--- config.mk ---
export PLATFORM = sky130hd
export DESIGN_NAME = fdi_port
export DESIGN_NICKNAME = d
export VERILOG_FILES = /design/src/fdi_pkg.sv /design/src/fdi_port.sv
export SDC_FILE = /design/constraint.sdc
export NUM_CORES = 1
export LEC_CHECK = 0
export BUFFER_PORTS_ARGS = -buffer_cell sky130_fd_sc_hd__buf_2
export CAP_MARGIN = 10
export CORE_MARGIN = 4
export CORE_UTILIZATION = 38
export DETAILED_ROUTE_END_ITERATION = 16
export HOLD_SLACK_MARGIN = 0.15
export SYNTH_ARGS = -nofsm -noshare
export SYNTH_HDL_FRONTEND = slang
export SYNTH_SLANG_ARGS = --single-unit
--- constraint.sdc ---
create_clock -name ref_clk -period 4.78 [get_ports ref_clk]
set_clock_uncertainty 0.05 [all_clocks]
set_input_delay 1.195 -clock ref_clk [delete_from_list [all_inputs] [get_ports ref_clk]]
set_output_delay 1.195 -clock ref_clk [all_outputs]
set_load 0.02 [all_outputs]
--- src/fdi_pkg.sv ---
// fdi_pkg: constants and types of the floppy interface register port
package fdi_pkg;
  localparam int W = 12;
  // host io transfer instruction codes (low digit)
  typedef enum logic [2:0] {
    OP_NOP, OP_LOAD_CMD, OP_XFER, OP_SKIP_TR,
    OP_SKIP_ERR, OP_SKIP_DONE, OP_INT_EN, OP_INIT
  } fdi_op_t;
  // controller functions
  typedef enum logic [2:0] {
    FN_FILL, FN_EMPTY, FN_WRITE, FN_READ,
    FN_UNUSED, FN_STATUS, FN_WRITE_DEL, FN_ERR_REG
  } fdi_fn_t;
  // controller events entering the buffer
  typedef enum logic [1:0] {
    EV_DATA, EV_REQ, EV_DONE, EV_ERR
  } fdi_ev_t;
  typedef struct packed {
    fdi_ev_t        kind;
    logic [W-1:0]   word;
  } fdi_ev_word_t;
  typedef struct packed {
    fdi_fn_t func;
    logic    drive;
    logic    eight_bit;
  } fdi_cmd_t;
  // accumulator bit n sits at vector index 11-n
  localparam int FN_LSB    = 1;
  localparam int DRV_BIT   = 4;
  localparam int MODE_BIT  = 6;
  localparam int MAINT_BIT = 7;
  localparam int IE_BIT    = 0;
  localparam int ADDR_W    = 8;
  localparam int ST_CRC    = 0;
  localparam int ST_PAR    = 1;
  localparam int ST_INIT   = 2;
  localparam int ST_DD     = 6;
  localparam int ST_RDY    = 7;
  localparam int BUF_DEPTH = 2;
  localparam logic [W-1:0] ZERO_W  = 12'h000;
  localparam logic [W-1:0] LOW8_M  = 12'h0ff;
endpackage

--- src/fdi_port.sv ---
// fdi_port: host interface register, flags and controller handshake
//
// Operation
// one register serves six logical views
// command bits 8-10 decode the function
// command bit 7 selects drive
// command bit 5 selects 8/12-bit words
// twelve-bit mode after initialize
// load command with bit 4 sets maintenance
// maintenance: no run, transfers go to host
// initialize or bit 4 clear ends maintenance
// later maintenance loads store reliably
// maintenance forces skip flags, skips keep them
// flags stay set after maintenance clears
// interrupt enable; interrupt on done and enable
// initialize clears all flags and enable
// host leaves maintenance through initialize
// track address uses only low eight bits
// sector address uses only low eight bits
// data width fixed by command at load
// status word loaded on function completion
// status bit 11 reports crc failure
// parity error ends function, error and done
// init-done bit hidden from read status
// deleted-data bit set by mark or write-deleted
// no new function before previous done
// done skip skips and clears done
// twelve-bit register, unused bits held
module fdi_port
  import fdi_pkg::*;
(
  // clock and reset
  input  wire logic                ref_clk,
  input  wire logic                reset_n,
  input  wire logic                clk_en,
  // host instruction side
  input  wire logic                iot_valid,
  input  wire fdi_pkg::fdi_op_t    iot_op,
  input  wire logic [fdi_pkg::W-1:0] host_ac_in,
  input  wire logic                bus_init,
  output logic [fdi_pkg::W-1:0]    host_ac_out,
  output logic                     ac_load,
  output logic                     ac_or8,
  output logic                     ac_clear,
  output logic                     skip,
  output logic                     bus_irq,
  // controller side
  input  wire logic                ctl_valid,
  input  wire fdi_pkg::fdi_ev_word_t ctl_event,
  output logic                     ctl_ready,
  input  wire logic                ctl_dir_to_host,
  input  wire logic                ctl_crc_err,
  input  wire logic                ctl_deleted_mark,
  input  wire logic                ctl_drive_ready,
  output logic                     ctl_run,
  output logic                     ctl_init,
  output fdi_pkg::fdi_cmd_t        ctl_cmd,
  output logic [fdi_pkg::W-1:0]    ctl_word,
  output logic                     maint_active
);
  import fdi_pkg::*;

  // ----------------------------------------------------------------
  // reset release
  // ----------------------------------------------------------------
  logic rst_s1, rst_n;
  always_ff @(posedge ref_clk or negedge reset_n) begin
    if (!reset_n) begin
      rst_s1 <= 1'b0;
      rst_n  <= 1'b0;
    end else begin
      rst_s1 <= 1'b1;
      rst_n  <= rst_s1;
    end
  end

  // ----------------------------------------------------------------
  // decode
  // ----------------------------------------------------------------
  // inputs passed in so continuous assigns re-evaluate on every change
  function automatic logic is_op(input logic en, input logic v, input fdi_op_t c, input fdi_op_t o);
    return en && v && c == o;
  endfunction

  logic [W-1:0] iface_reg, status_reg;
  logic tr_reg, err_reg, done_reg, ie_reg, maint_reg, mode_reg;
  logic wait_reg;
  fdi_fn_t fn_reg;

  logic op_lcd, op_xdr, op_init, do_init, start_fn;
  assign op_lcd   = is_op(clk_en, iot_valid, iot_op, OP_LOAD_CMD);
  assign op_xdr   = is_op(clk_en, iot_valid, iot_op, OP_XFER);
  assign op_init  = is_op(clk_en, iot_valid, iot_op, OP_INIT);
  assign do_init  = op_init || (clk_en && bus_init);
  // function only when idle and not entering test mode
  assign start_fn = op_lcd && done_reg && !maint_reg
                    && !host_ac_in[MAINT_BIT];
  logic xdr_out, xdr_in;
  assign xdr_out = op_xdr && (maint_reg || done_reg || ctl_dir_to_host);
  assign xdr_in  = op_xdr && !xdr_out;

  // ----------------------------------------------------------------
  // two-entry controller buffer
  // ----------------------------------------------------------------
  // next word waits here while the host is slow, nothing is lost
  fdi_ev_word_t buf_mem [BUF_DEPTH];
  logic [1:0] buf_cnt;
  logic       buf_wp, buf_rp;
  logic       push, pop, buf_rdy;
  fdi_ev_word_t head;
  assign buf_rdy = buf_cnt != 2'(BUF_DEPTH);
  assign push = clk_en && ctl_valid && buf_rdy;
  assign pop  = clk_en && buf_cnt != 2'd0 && !wait_reg && !maint_reg && !do_init;
  assign head = buf_mem[buf_rp];

  always_ff @(posedge ref_clk or negedge rst_n) begin
    if (!rst_n) begin
      buf_cnt   <= 2'd0;
      buf_wp    <= 1'b0;
      buf_rp    <= 1'b0;
      ctl_ready <= 1'b0;
    end else if (clk_en) begin
      if (push) begin
        buf_mem[buf_wp] <= ctl_event;
        buf_wp          <= ~buf_wp;
      end
      if (pop)
        buf_rp <= ~buf_rp;
      buf_cnt   <= buf_cnt + 2'(push) - 2'(pop);
      ctl_ready <= (buf_cnt + 2'(push) - 2'(pop)) != 2'(BUF_DEPTH);
    end
  end

  logic ev_xfer, ev_done, ev_err;
  assign ev_xfer = pop && (head.kind == EV_DATA || head.kind == EV_REQ);
  assign ev_done = pop && head.kind == EV_DONE;
  assign ev_err  = pop && head.kind == EV_ERR;

  // ----------------------------------------------------------------
  // error and status word
  // ----------------------------------------------------------------
  logic [W-1:0] status_view;
  always_comb begin
    status_view = status_reg;
    status_view[ST_RDY] = ctl_drive_ready;
    if (fn_reg == FN_STATUS)
      status_view[ST_INIT] = 1'b0;
  end

  always_ff @(posedge ref_clk or negedge rst_n) begin
    if (!rst_n) begin
      status_reg <= ZERO_W;
    end else if (clk_en) begin
      if (op_init)
        status_reg <= ZERO_W;
      else if (start_fn) begin
        status_reg[ST_CRC] <= 1'b0;
        status_reg[ST_PAR] <= 1'b0;
        status_reg[ST_INIT] <= 1'b0;
      end
      if (ctl_crc_err)
        status_reg[ST_CRC] <= 1'b1;
      if (ev_err)
        status_reg[ST_PAR] <= 1'b1;
      if (ev_done && fn_reg == FN_STATUS && status_reg[ST_INIT] == 1'b0 && head.word[ST_INIT])
        status_reg[ST_INIT] <= 1'b1;
      if (ctl_deleted_mark || ((ev_done || ev_err) && fn_reg == FN_WRITE_DEL))
        status_reg[ST_DD] <= 1'b1;
    end
  end

  // ----------------------------------------------------------------
  // interface register and word mode
  // ----------------------------------------------------------------
  always_ff @(posedge ref_clk or negedge rst_n) begin
    if (!rst_n) begin
      iface_reg <= ZERO_W;
      mode_reg  <= 1'b0;
      fn_reg    <= FN_FILL;
    end else if (clk_en) begin
      if (do_init)
        mode_reg <= 1'b0;
      else if (start_fn)
        mode_reg <= host_ac_in[MODE_BIT];
      if (op_lcd)
        iface_reg <= host_ac_in;
      else if (xdr_in)
        iface_reg <= host_ac_in;
      else if (ev_xfer && head.kind == EV_DATA)
        iface_reg <= head.word;
      else if (ev_done || ev_err)
        iface_reg <= status_view;
      if (start_fn)
        fn_reg <= fdi_fn_t'(host_ac_in[FN_LSB +: 3]);
    end
  end

  // ----------------------------------------------------------------
  // maintenance, flags and interrupt enable
  // ----------------------------------------------------------------
  always_ff @(posedge ref_clk or negedge rst_n) begin
    if (!rst_n)
      maint_reg <= 1'b0;
    else if (clk_en) begin
      if (do_init)
        maint_reg <= 1'b0;
      else if (op_lcd)
        maint_reg <= host_ac_in[MAINT_BIT];
    end
  end

  logic sk_tr, sk_err, sk_done;
  assign sk_tr   = is_op(clk_en, iot_valid, iot_op, OP_SKIP_TR);
  assign sk_err  = is_op(clk_en, iot_valid, iot_op, OP_SKIP_ERR);
  assign sk_done = is_op(clk_en, iot_valid, iot_op, OP_SKIP_DONE);

  // controller sets win over a skip's clear in the same cycle
  always_ff @(posedge ref_clk or negedge rst_n) begin
    if (!rst_n) begin
      tr_reg   <= 1'b0;
      err_reg  <= 1'b0;
      done_reg <= 1'b0;
    end else if (clk_en) begin
      if (op_init) begin
        tr_reg   <= 1'b0;
        err_reg  <= 1'b0;
        done_reg <= 1'b0;
      end else if (maint_reg) begin
        tr_reg   <= 1'b1;
        err_reg  <= 1'b1;
        done_reg <= 1'b1;
      end else begin
        if (ev_xfer)
          tr_reg <= 1'b1;
        else if (sk_tr)
          tr_reg <= 1'b0;
        if (ev_err)
          err_reg <= 1'b1;
        else if (sk_err)
          err_reg <= 1'b0;
        if (ev_done || ev_err)
          done_reg <= 1'b1;
        else if (sk_done || start_fn)
          done_reg <= 1'b0;
      end
    end
  end

  always_ff @(posedge ref_clk or negedge rst_n) begin
    if (!rst_n)
      ie_reg <= 1'b0;
    else if (clk_en) begin
      if (op_init)
        ie_reg <= 1'b0;
      else if (is_op(clk_en, iot_valid, iot_op, OP_INT_EN))
        ie_reg <= host_ac_in[IE_BIT];
    end
  end

  // host must service each transfer before the next event drains
  always_ff @(posedge ref_clk or negedge rst_n) begin
    if (!rst_n)
      wait_reg <= 1'b0;
    else if (clk_en) begin
      if (do_init)
        wait_reg <= 1'b0;
      else if (ev_xfer)
        wait_reg <= 1'b1;
      else if (op_xdr && !maint_reg)
        wait_reg <= 1'b0;
    end
  end

  // ----------------------------------------------------------------
  // registered outputs
  // ----------------------------------------------------------------
  function automatic logic [W-1:0] merge8(input logic [W-1:0] ac, input logic [W-1:0] w);
    return (ac & ~LOW8_M) | (ac & LOW8_M) | (w & LOW8_M);
  endfunction

  always_ff @(posedge ref_clk or negedge rst_n) begin
    if (!rst_n) begin
      host_ac_out <= ZERO_W;
      ac_load     <= 1'b0;
      ac_clear    <= 1'b0;
      ac_or8      <= 1'b0;
      skip        <= 1'b0;
      bus_irq     <= 1'b0;
    end else if (clk_en) begin
      ac_load  <= xdr_out;
      ac_clear <= op_lcd;
      ac_or8   <= mode_reg;
      if (xdr_out)
        host_ac_out <= mode_reg ? merge8(host_ac_in, iface_reg) : iface_reg;
      skip <= (sk_tr && tr_reg) || (sk_err && err_reg)
              || (sk_done && done_reg);
      bus_irq <= done_reg && ie_reg;
    end
  end

  always_ff @(posedge ref_clk or negedge rst_n) begin
    if (!rst_n) begin
      ctl_run      <= 1'b0;
      ctl_init     <= 1'b0;
      ctl_cmd      <= '0;
      ctl_word     <= ZERO_W;
      maint_active <= 1'b0;
    end else if (clk_en) begin
      ctl_init     <= do_init;
      maint_active <= maint_reg;
      ctl_run      <= start_fn || (op_xdr && !maint_reg && !done_reg);
      if (start_fn) begin
        ctl_cmd.func      <= fdi_fn_t'(host_ac_in[FN_LSB +: 3]);
        ctl_cmd.drive     <= host_ac_in[DRV_BIT];
        ctl_cmd.eight_bit <= host_ac_in[MODE_BIT];
      end
      // address words and 8-bit data only use the low byte
      if (xdr_in)
        ctl_word <= (mode_reg || !ctl_dir_to_host && fn_reg != FN_FILL)
                    ? (host_ac_in & LOW8_M) : host_ac_in;
    end
  end
endmodule

### After elaboration in Yosys (flattened, before gate mapping)

Memory sizes are Yosys's and may differ from the RTL's.
Index checks and enable logic that the tools add are counted.

* add/sub/neg operators: 2
* eq/ne operators: 14
* multiplexer cells: 38
* bitwise gates (word level): 5
* reduce and logical (&&, ||, !) cells: 86

Operator list (count)
* 2-to-1 mux 12 bit: 6
* logical AND 1 bit: 36
* AND reduction 2 bit: 17
* 2-to-1 mux 1 bit: 29
* bitwise OR 12 x 8 -> 12 bit: 2
* equality test 3 bit, second input constant: 6
* nonzero test 4 bit: 4
* nonzero test 3 bit: 5
* logical OR 1 bit: 11
* nonzero test 2 bit: 5
* zero test 1 bit: 7
* equality test 3 x 2 -> 1 bit, second input constant: 2
* 2-to-1 mux 3 bit: 2
* equality test 2 bit, second input constant: 2
* 2-to-1 mux 4 bit: 1
* inequality test 2 bit, second input constant: 2
* equality test 3 x 1 -> 1 bit, second input constant: 1
* inverter 1 bit: 3
* adder 2 x 1 -> 2 bit: 1
* equality test 2 x 1 -> 1 bit, second input constant: 1
* zero test 2 bit: 1
* subtractor 2 x 1 -> 2 bit: 1

* register bits after elaboration: 67
* RAM bits: 28
* bits of input ports: 39
* output and inout bits: 38
* logic and storage cells: 177
* memories: 1

Memories
* buf_mem: depth 2, bits a word 14, rd ports 1, clocked after memory_dff 0, write ports 1, line fdi_port.sv:106 `fdi_ev_word_t buf_mem [BUF_DEPTH];`

### Logic depth before layout (Yosys ltp)

* depth in word-level cells: 11
* gate-level depth with buffers: 10

### Least setup slack after synthesis

No wires, ideal clock.

* path kind: register -> register
* start point: register rst_n
* end point: memory buf_mem[0][0] in the netlist's numbering, enable pin
* library setup time: 0.403 ns
* data arrival time: 2.996 ns
* path slack: 1.332 ns
* stages on the path, launching flop included: 3
* period minus slack after synthesis: 3.448 ns
* cells stage by stage: dfrtp_1 > inv_1 > nor3_1

* longest elaborated chain between the ends: 2

Ends and longest elaborated chain
* start, declared: line fdi_port.sv:66 `logic rst_s1, rst_n;`
* start signal, assigned: line fdi_port.sv:73 `rst_n <= rst_s1;`
* logical AND 1 bit (not written as such): line fdi_port.sv:124 `buf_mem[buf_wp] <= ctl_event;`
* 2-to-1 mux 1 bit (not written as such): line fdi_port.sv:124
* end, declared: line fdi_port.sv:106

Every way passes these cells.

### Worst setup path after layout

* start point: input port iot_op[2]
* end point: register ctl_ready

* longest elaborated chain between the ends: 7

Ends and longest elaborated chain
* start, declared: line fdi_port.sv:38 `input wire fdi_pkg::fdi_op_t iot_op,`
* equality test 3 bit: line fdi_port.sv:82 `return en && v && c == o;`
* logical AND 1 bit: line fdi_port.sv:82
* logical OR 1 bit: line fdi_port.sv:94 `assign do_init = op_init || (clk_en && bus_init);`
* zero test 1 bit: line fdi_port.sv:113 `assign pop = clk_en && buf_cnt != 2'd0 && !wait_reg && !maint_reg && !do_init;`
* logical AND 1 bit: line fdi_port.sv:113
* subtractor 2 x 1 -> 2 bit: line fdi_port.sv:130 `ctl_ready <= (buf_cnt + 2'(push) - 2'(pop)) != 2'(BUF_DEPTH);`
* inequality test 2 bit: line fdi_port.sv:130
* end signal, assigned: line fdi_port.sv:130
* end, declared: line fdi_port.sv:50 `output logic ctl_ready,`

Every way passes these cells.
A chain may end at the register's enable or synchronous reset.

==> metrics.txt <==
# TYPE chip_impl_metric gauge
chip_impl_info{name="hold_class",value="flop to flop"} 1
chip_impl_metric{name="final_hold_viol_count",unit=""} 0
chip_impl_metric{name="max-slew-margin-rel",unit="%"} 22.09
chip_impl_metric{name="total_via_count_after_detailed_routing",unit=""} 2720
chip_impl_metric{name="final_cell_count_no_fill",unit=""} 558
chip_impl_metric{name="fin_setup_tns",unit="ns"} 0
chip_impl_metric{name="pre_cts_slack",unit="ns"} 1.418
chip_impl_metric{name="globalRoute.totalOverflow",unit=""} 0
chip_impl_metric{name="post-synth-top-area-fraction",unit="%"} 40.52
chip_impl_metric{name="globalplace.congestion",unit=""} 0.7786
chip_impl_metric{name="cts.hold.buffers_added",unit=""} 0
chip_impl_metric{name="worst_skew_pair.late_latency",unit="ns"} 0.35
chip_impl_metric{name="route.final.wire_length",unit="um"} 8702
chip_impl_info{name="status",value="complete, no violations"} 1
chip_impl_metric{name="postSynthNetCount",unit=""} 385
chip_impl_metric{name="synth-edff-count",unit=""} 28
chip_impl_metric{name="layout.nets",unit=""} 460
chip_impl_info{name="final_common_cell",value="sky130_fd_sc_hd__buf_2"} 1
chip_impl_metric{name="multi_input_area",unit="mm^2"} 0.001509
chip_impl_metric{name="synthesis.yosys.warnings",unit=""} 0
chip_impl_metric{name="worstMarginPinSlew",unit="ns"} 1.169
chip_impl_info{name="yosysTopAreaCell",value="sky130_fd_sc_hd__dfrtp_1"} 1
chip_impl_info{name="synthFlopType",value="sky130_fd_sc_hd__dfrtp_1"} 1
chip_impl_info{name="clock-root-buffer",value="sky130_fd_sc_hd__clkbuf_8"} 1
chip_impl_metric{name="ant_nets",unit=""} 0
chip_impl_metric{name="switching_power",unit="W"} 0.0007428
chip_impl_info{name="rsz_0062_raised_after_global_routing",value="no"} 1
chip_impl_metric{name="htree_num_levels",unit=""} 3
chip_impl_metric{name="routed_wire_length_per_instance",unit="um"} 15.59
chip_impl_metric{name="synth_to_layout_area_growth",unit="%"} 17.45
chip_impl_metric{name="flip_flop_count_of_the_largest_register_all_copies_and_words_added",unit=""} 28
chip_impl_metric{name="fill_cells",unit=""} 976
chip_impl_metric{name="max-cap-violations",unit=""} 0
chip_impl_metric{name="seq_area_frac_synth",unit="%"} 60.84
chip_impl_metric{name="max-clock-path-buffers",unit=""} 2
chip_impl_metric{name="detail_routed_via_count_per_cell",unit=""} 4.875
chip_impl_metric{name="finish.utilization",unit="%"} 46.45
chip_impl_metric{name="die_y",unit="um"} 112.4
chip_impl_metric{name="first_global_vias",unit=""} 2772
chip_impl_metric{name="timing.critical_path.fanout_max",unit=""} 9
chip_impl_metric{name="power.leakage",unit="nW"} 2.230
chip_impl_metric{name="final_period_minus_worst_setup_slack",unit="ns"} 2.991
chip_impl_metric{name="die-width",unit="um"} 112.4
chip_impl_info{name="most-common-layout-cells",value="sky130_fd_sc_hd__buf_2 (76), sky130_fd_sc_hd__dfrtp_1 (66), sky130_fd_sc_hd__nand2_1 (43)"} 1
chip_impl_metric{name="grt_max_degree",unit=""} 66
chip_impl_metric{name="synth_area",unit="mm^2"} 0.004138
chip_impl_metric{name="seq_area",unit="mm^2"} 0.002519
chip_impl_metric{name="finalSetupViolCount",unit=""} 0
chip_impl_metric{name="post-place-cells",unit=""} 544
chip_impl_metric{name="internal-power",unit="W"} 0.001617
chip_impl_metric{name="ir_worst_vdd",unit="mV"} 0.1707
chip_impl_metric{name="dieArea",unit="mm^2"} 0.01262
chip_impl_metric{name="asyncSetResetFlopFracSynth",unit="%"} 70.53
chip_impl_metric{name="floorplan.initialDensity",unit="%"} 39.55
chip_impl_metric{name="worst_ep_arrival_time",unit="ns"} 3.21
chip_impl_metric{name="power",unit="W"} 0.002360
chip_impl_metric{name="post_cts_buffers",unit=""} 0
chip_impl_metric{name="place_hpwl",unit="um"} 6376
chip_impl_metric{name="powerDensity",unit="mW/mm^2"} 485.7
chip_impl_info{name="timing.hold.worst.start",value="rst_s1"} 1
chip_impl_metric{name="antenna_found_initial",unit=""} 0
chip_impl_info{name="worst_r2r_startpoint",value="buf_rp"} 1
chip_impl_metric{name="clk_transition_reported_paths",unit="ns"} 0.08
chip_impl_metric{name="clock.fmax",unit="MHz"} 334.3
chip_impl_metric{name="fin_max_slew_vios",unit=""} 0
chip_impl_metric{name="global_route.usage.total",unit="%"} 14.34
chip_impl_metric{name="layout_setup_ws",unit="ns"} 1.789
chip_impl_metric{name="design.portCount",unit=""} 77
chip_impl_metric{name="clock_sink_count",unit=""} 95
chip_impl_metric{name="min_period_over_period",unit="%"} 62.57
chip_impl_metric{name="portBuffers",unit=""} 76
chip_impl_metric{name="synth_cell_types",unit=""} 38
chip_impl_info{name="cp-start-kind",value="input pin"} 1
chip_impl_metric{name="core_area",unit="mm^2"} 0.01046
chip_impl_metric{name="cts-resized-gates",unit=""} 0
chip_impl_info{name="clock_tree_from_tritoncts",value="built"} 1
chip_impl_metric{name="drive_gt1_share",unit="%"} 31.52
chip_impl_metric{name="drt_drc",unit=""} 0
chip_impl_info{name="launch_point_of_the_worst_path",value="iot_op[2]"} 1
chip_impl_info{name="post_synth_main_area_contributors",value="sky130_fd_sc_hd__dfrtp_1 (41%), sky130_fd_sc_hd__edfxtp_1 (20%), sky130_fd_sc_hd__mux2i_1 (6.8%), sky130_fd_sc_hd__mux2_2 (6.0%), sky130_fd_sc_hd__nand2_1 (3.9%)"} 1
chip_impl_info{name="worst_setup_path_end_kind",value="flop"} 1
chip_impl_metric{name="p_clk_share",unit="%"} 24.5
chip_impl_metric{name="post_synth.cell_area_avg",unit="um^2"} 12.03
chip_impl_metric{name="power_frac_seq",unit="%"} 48.8
chip_impl_info{name="worst-setup-path-type",value="input pin to flop"} 1
chip_impl_metric{name="numCtsBuffers",unit=""} 9
chip_impl_info{name="register_ranked_first_by_flip_flop_count",value="buf_mem"} 1
chip_impl_metric{name="core.rowCount",unit=""} 37
chip_impl_metric{name="first_pass_iters",unit=""} 4
chip_impl_metric{name="postSynthCellCount",unit=""} 344
chip_impl_metric{name="worst_ep_required_time",unit="ns"} 5.00
chip_impl_metric{name="part_of_the_total_power_dissipated_in_combinational_logic",unit="%"} 26.7
chip_impl_metric{name="postSynthRegisterBits",unit=""} 95
chip_impl_metric{name="drt_iter0_drc",unit=""} 152
chip_impl_metric{name="wire_length_of_the_first_global_routing_pass",unit="um"} 14490
chip_impl_metric{name="antenna-diode-count",unit=""} 0
chip_impl_metric{name="swShare",unit="%"} 31.47
==> metrics by stage <==
stage                     hold WS, ns  instance area (um^2)
final                          0.3069                  4860
after global routing           0.3325                  4860
after CTS                      0.3110                  4860
after detailed placement       0.2910                  4642
after global placement         0.2915                  4642
after floorplan                0.2812                  4138
==> layout make-up <==
cell class | count | area share [%]
repair buffers | 79 | 8.290
inverters | 11 | 0.8496
well taps | 136 | 3.502
clock inverters | 3 | 1.365
clock buffers | 11 | 3.115
multi-input cells | 223 | 31.05
flip-flops and latches | 95 | 51.83
==> path summary, 6_finish.rpt <==
path,cells after the start,slack [ns],to
min in group asynchronous,1,0.41,ctl_ready
hold reg to reg,0,0.31,rst_n
hold / removal,0,0.31,rst_n
setup reg to reg,5,2.00,iface_reg[7]
setup / recovery,10,1.79,ctl_ready
max in group asynchronous,1,3.73,iface_reg[11]
==> cell usage after synthesis, types with 3 or more instances <==
master	instances
sky130_fd_sc_hd__nand3_1	7
sky130_fd_sc_hd__edfxtp_1	28
sky130_fd_sc_hd__xnor2_1	3
sky130_fd_sc_hd__nor3_1	6
sky130_fd_sc_hd__mux2_2	22
sky130_fd_sc_hd__o21ai_0	20
sky130_fd_sc_hd__a21oi_1	18
sky130_fd_sc_hd__a21o_1	3
sky130_fd_sc_hd__nor2b_1	4
sky130_fd_sc_hd__clkbuf_1	11
sky130_fd_sc_hd__nor2_1	27
sky130_fd_sc_hd__inv_1	11
sky130_fd_sc_hd__a21oi_2	10
sky130_fd_sc_hd__dfrtp_1	67
sky130_fd_sc_hd__nand2b_1	6
sky130_fd_sc_hd__mux2i_1	28
sky130_fd_sc_hd__o211ai_1	3
sky130_fd_sc_hd__nand2_1	43
==> routing by layer <==
| metal | routed length, um | vias up | global-route usage, % |
|---|---|---|---|
| li1 | - | 1352 | - |
| met1 | 4255 | 1297 | 20.08 |
| met2 | 3867 | 61 | 21.85 |
| met3 | 442 | 10 | 2.965 |
| met4 | 137 | 0 | 5.769 |
| met5 | 0 | - | 0 |
==> logic make-up (layout without fill, tap and decap cells) <==
kind of cell,after synthesis,after routing,share of synthesized area (%)
other cells,1,1,0.09063
mux,50,50,12.76
flops,95,95,60.84
simple gates,102,102,10.95
xor+xnor,5,5,1.059
fa+ha+maj,2,2,0.6047
compound gates,63,63,10.70
buf+inv,26,104,2.994
==> power by group through the flow <==
stage	clock network [W]	logic, W	registers [W]
floorplan	0	0.000392	0.00122
global placement	0	0.000625	0.00117
detailed placement	0	0.000639	0.00117
CTS	0.000595	0.000642	0.00116
global route	0.000626	0.000701	0.00118
finish	0.000578	0.000630	0.00115
==> worst max-delay path: stages <==
cell and delay (ns):
sky130_fd_sc_hd__buf_2 0.15, sky130_fd_sc_hd__a41o_4 0.31, sky130_fd_sc_hd__a2111oi_4 0.46, sky130_fd_sc_hd__ha_1 0.31
sky130_fd_sc_hd__inv_1 0.06, sky130_fd_sc_hd__ha_1 0.15, sky130_fd_sc_hd__xor2_1 0.23, sky130_fd_sc_hd__xnor2_1 0.15
sky130_fd_sc_hd__nor2_1 0.05, sky130_fd_sc_hd__a21oi_1 0.14
(Power assumes the default switching activity.)
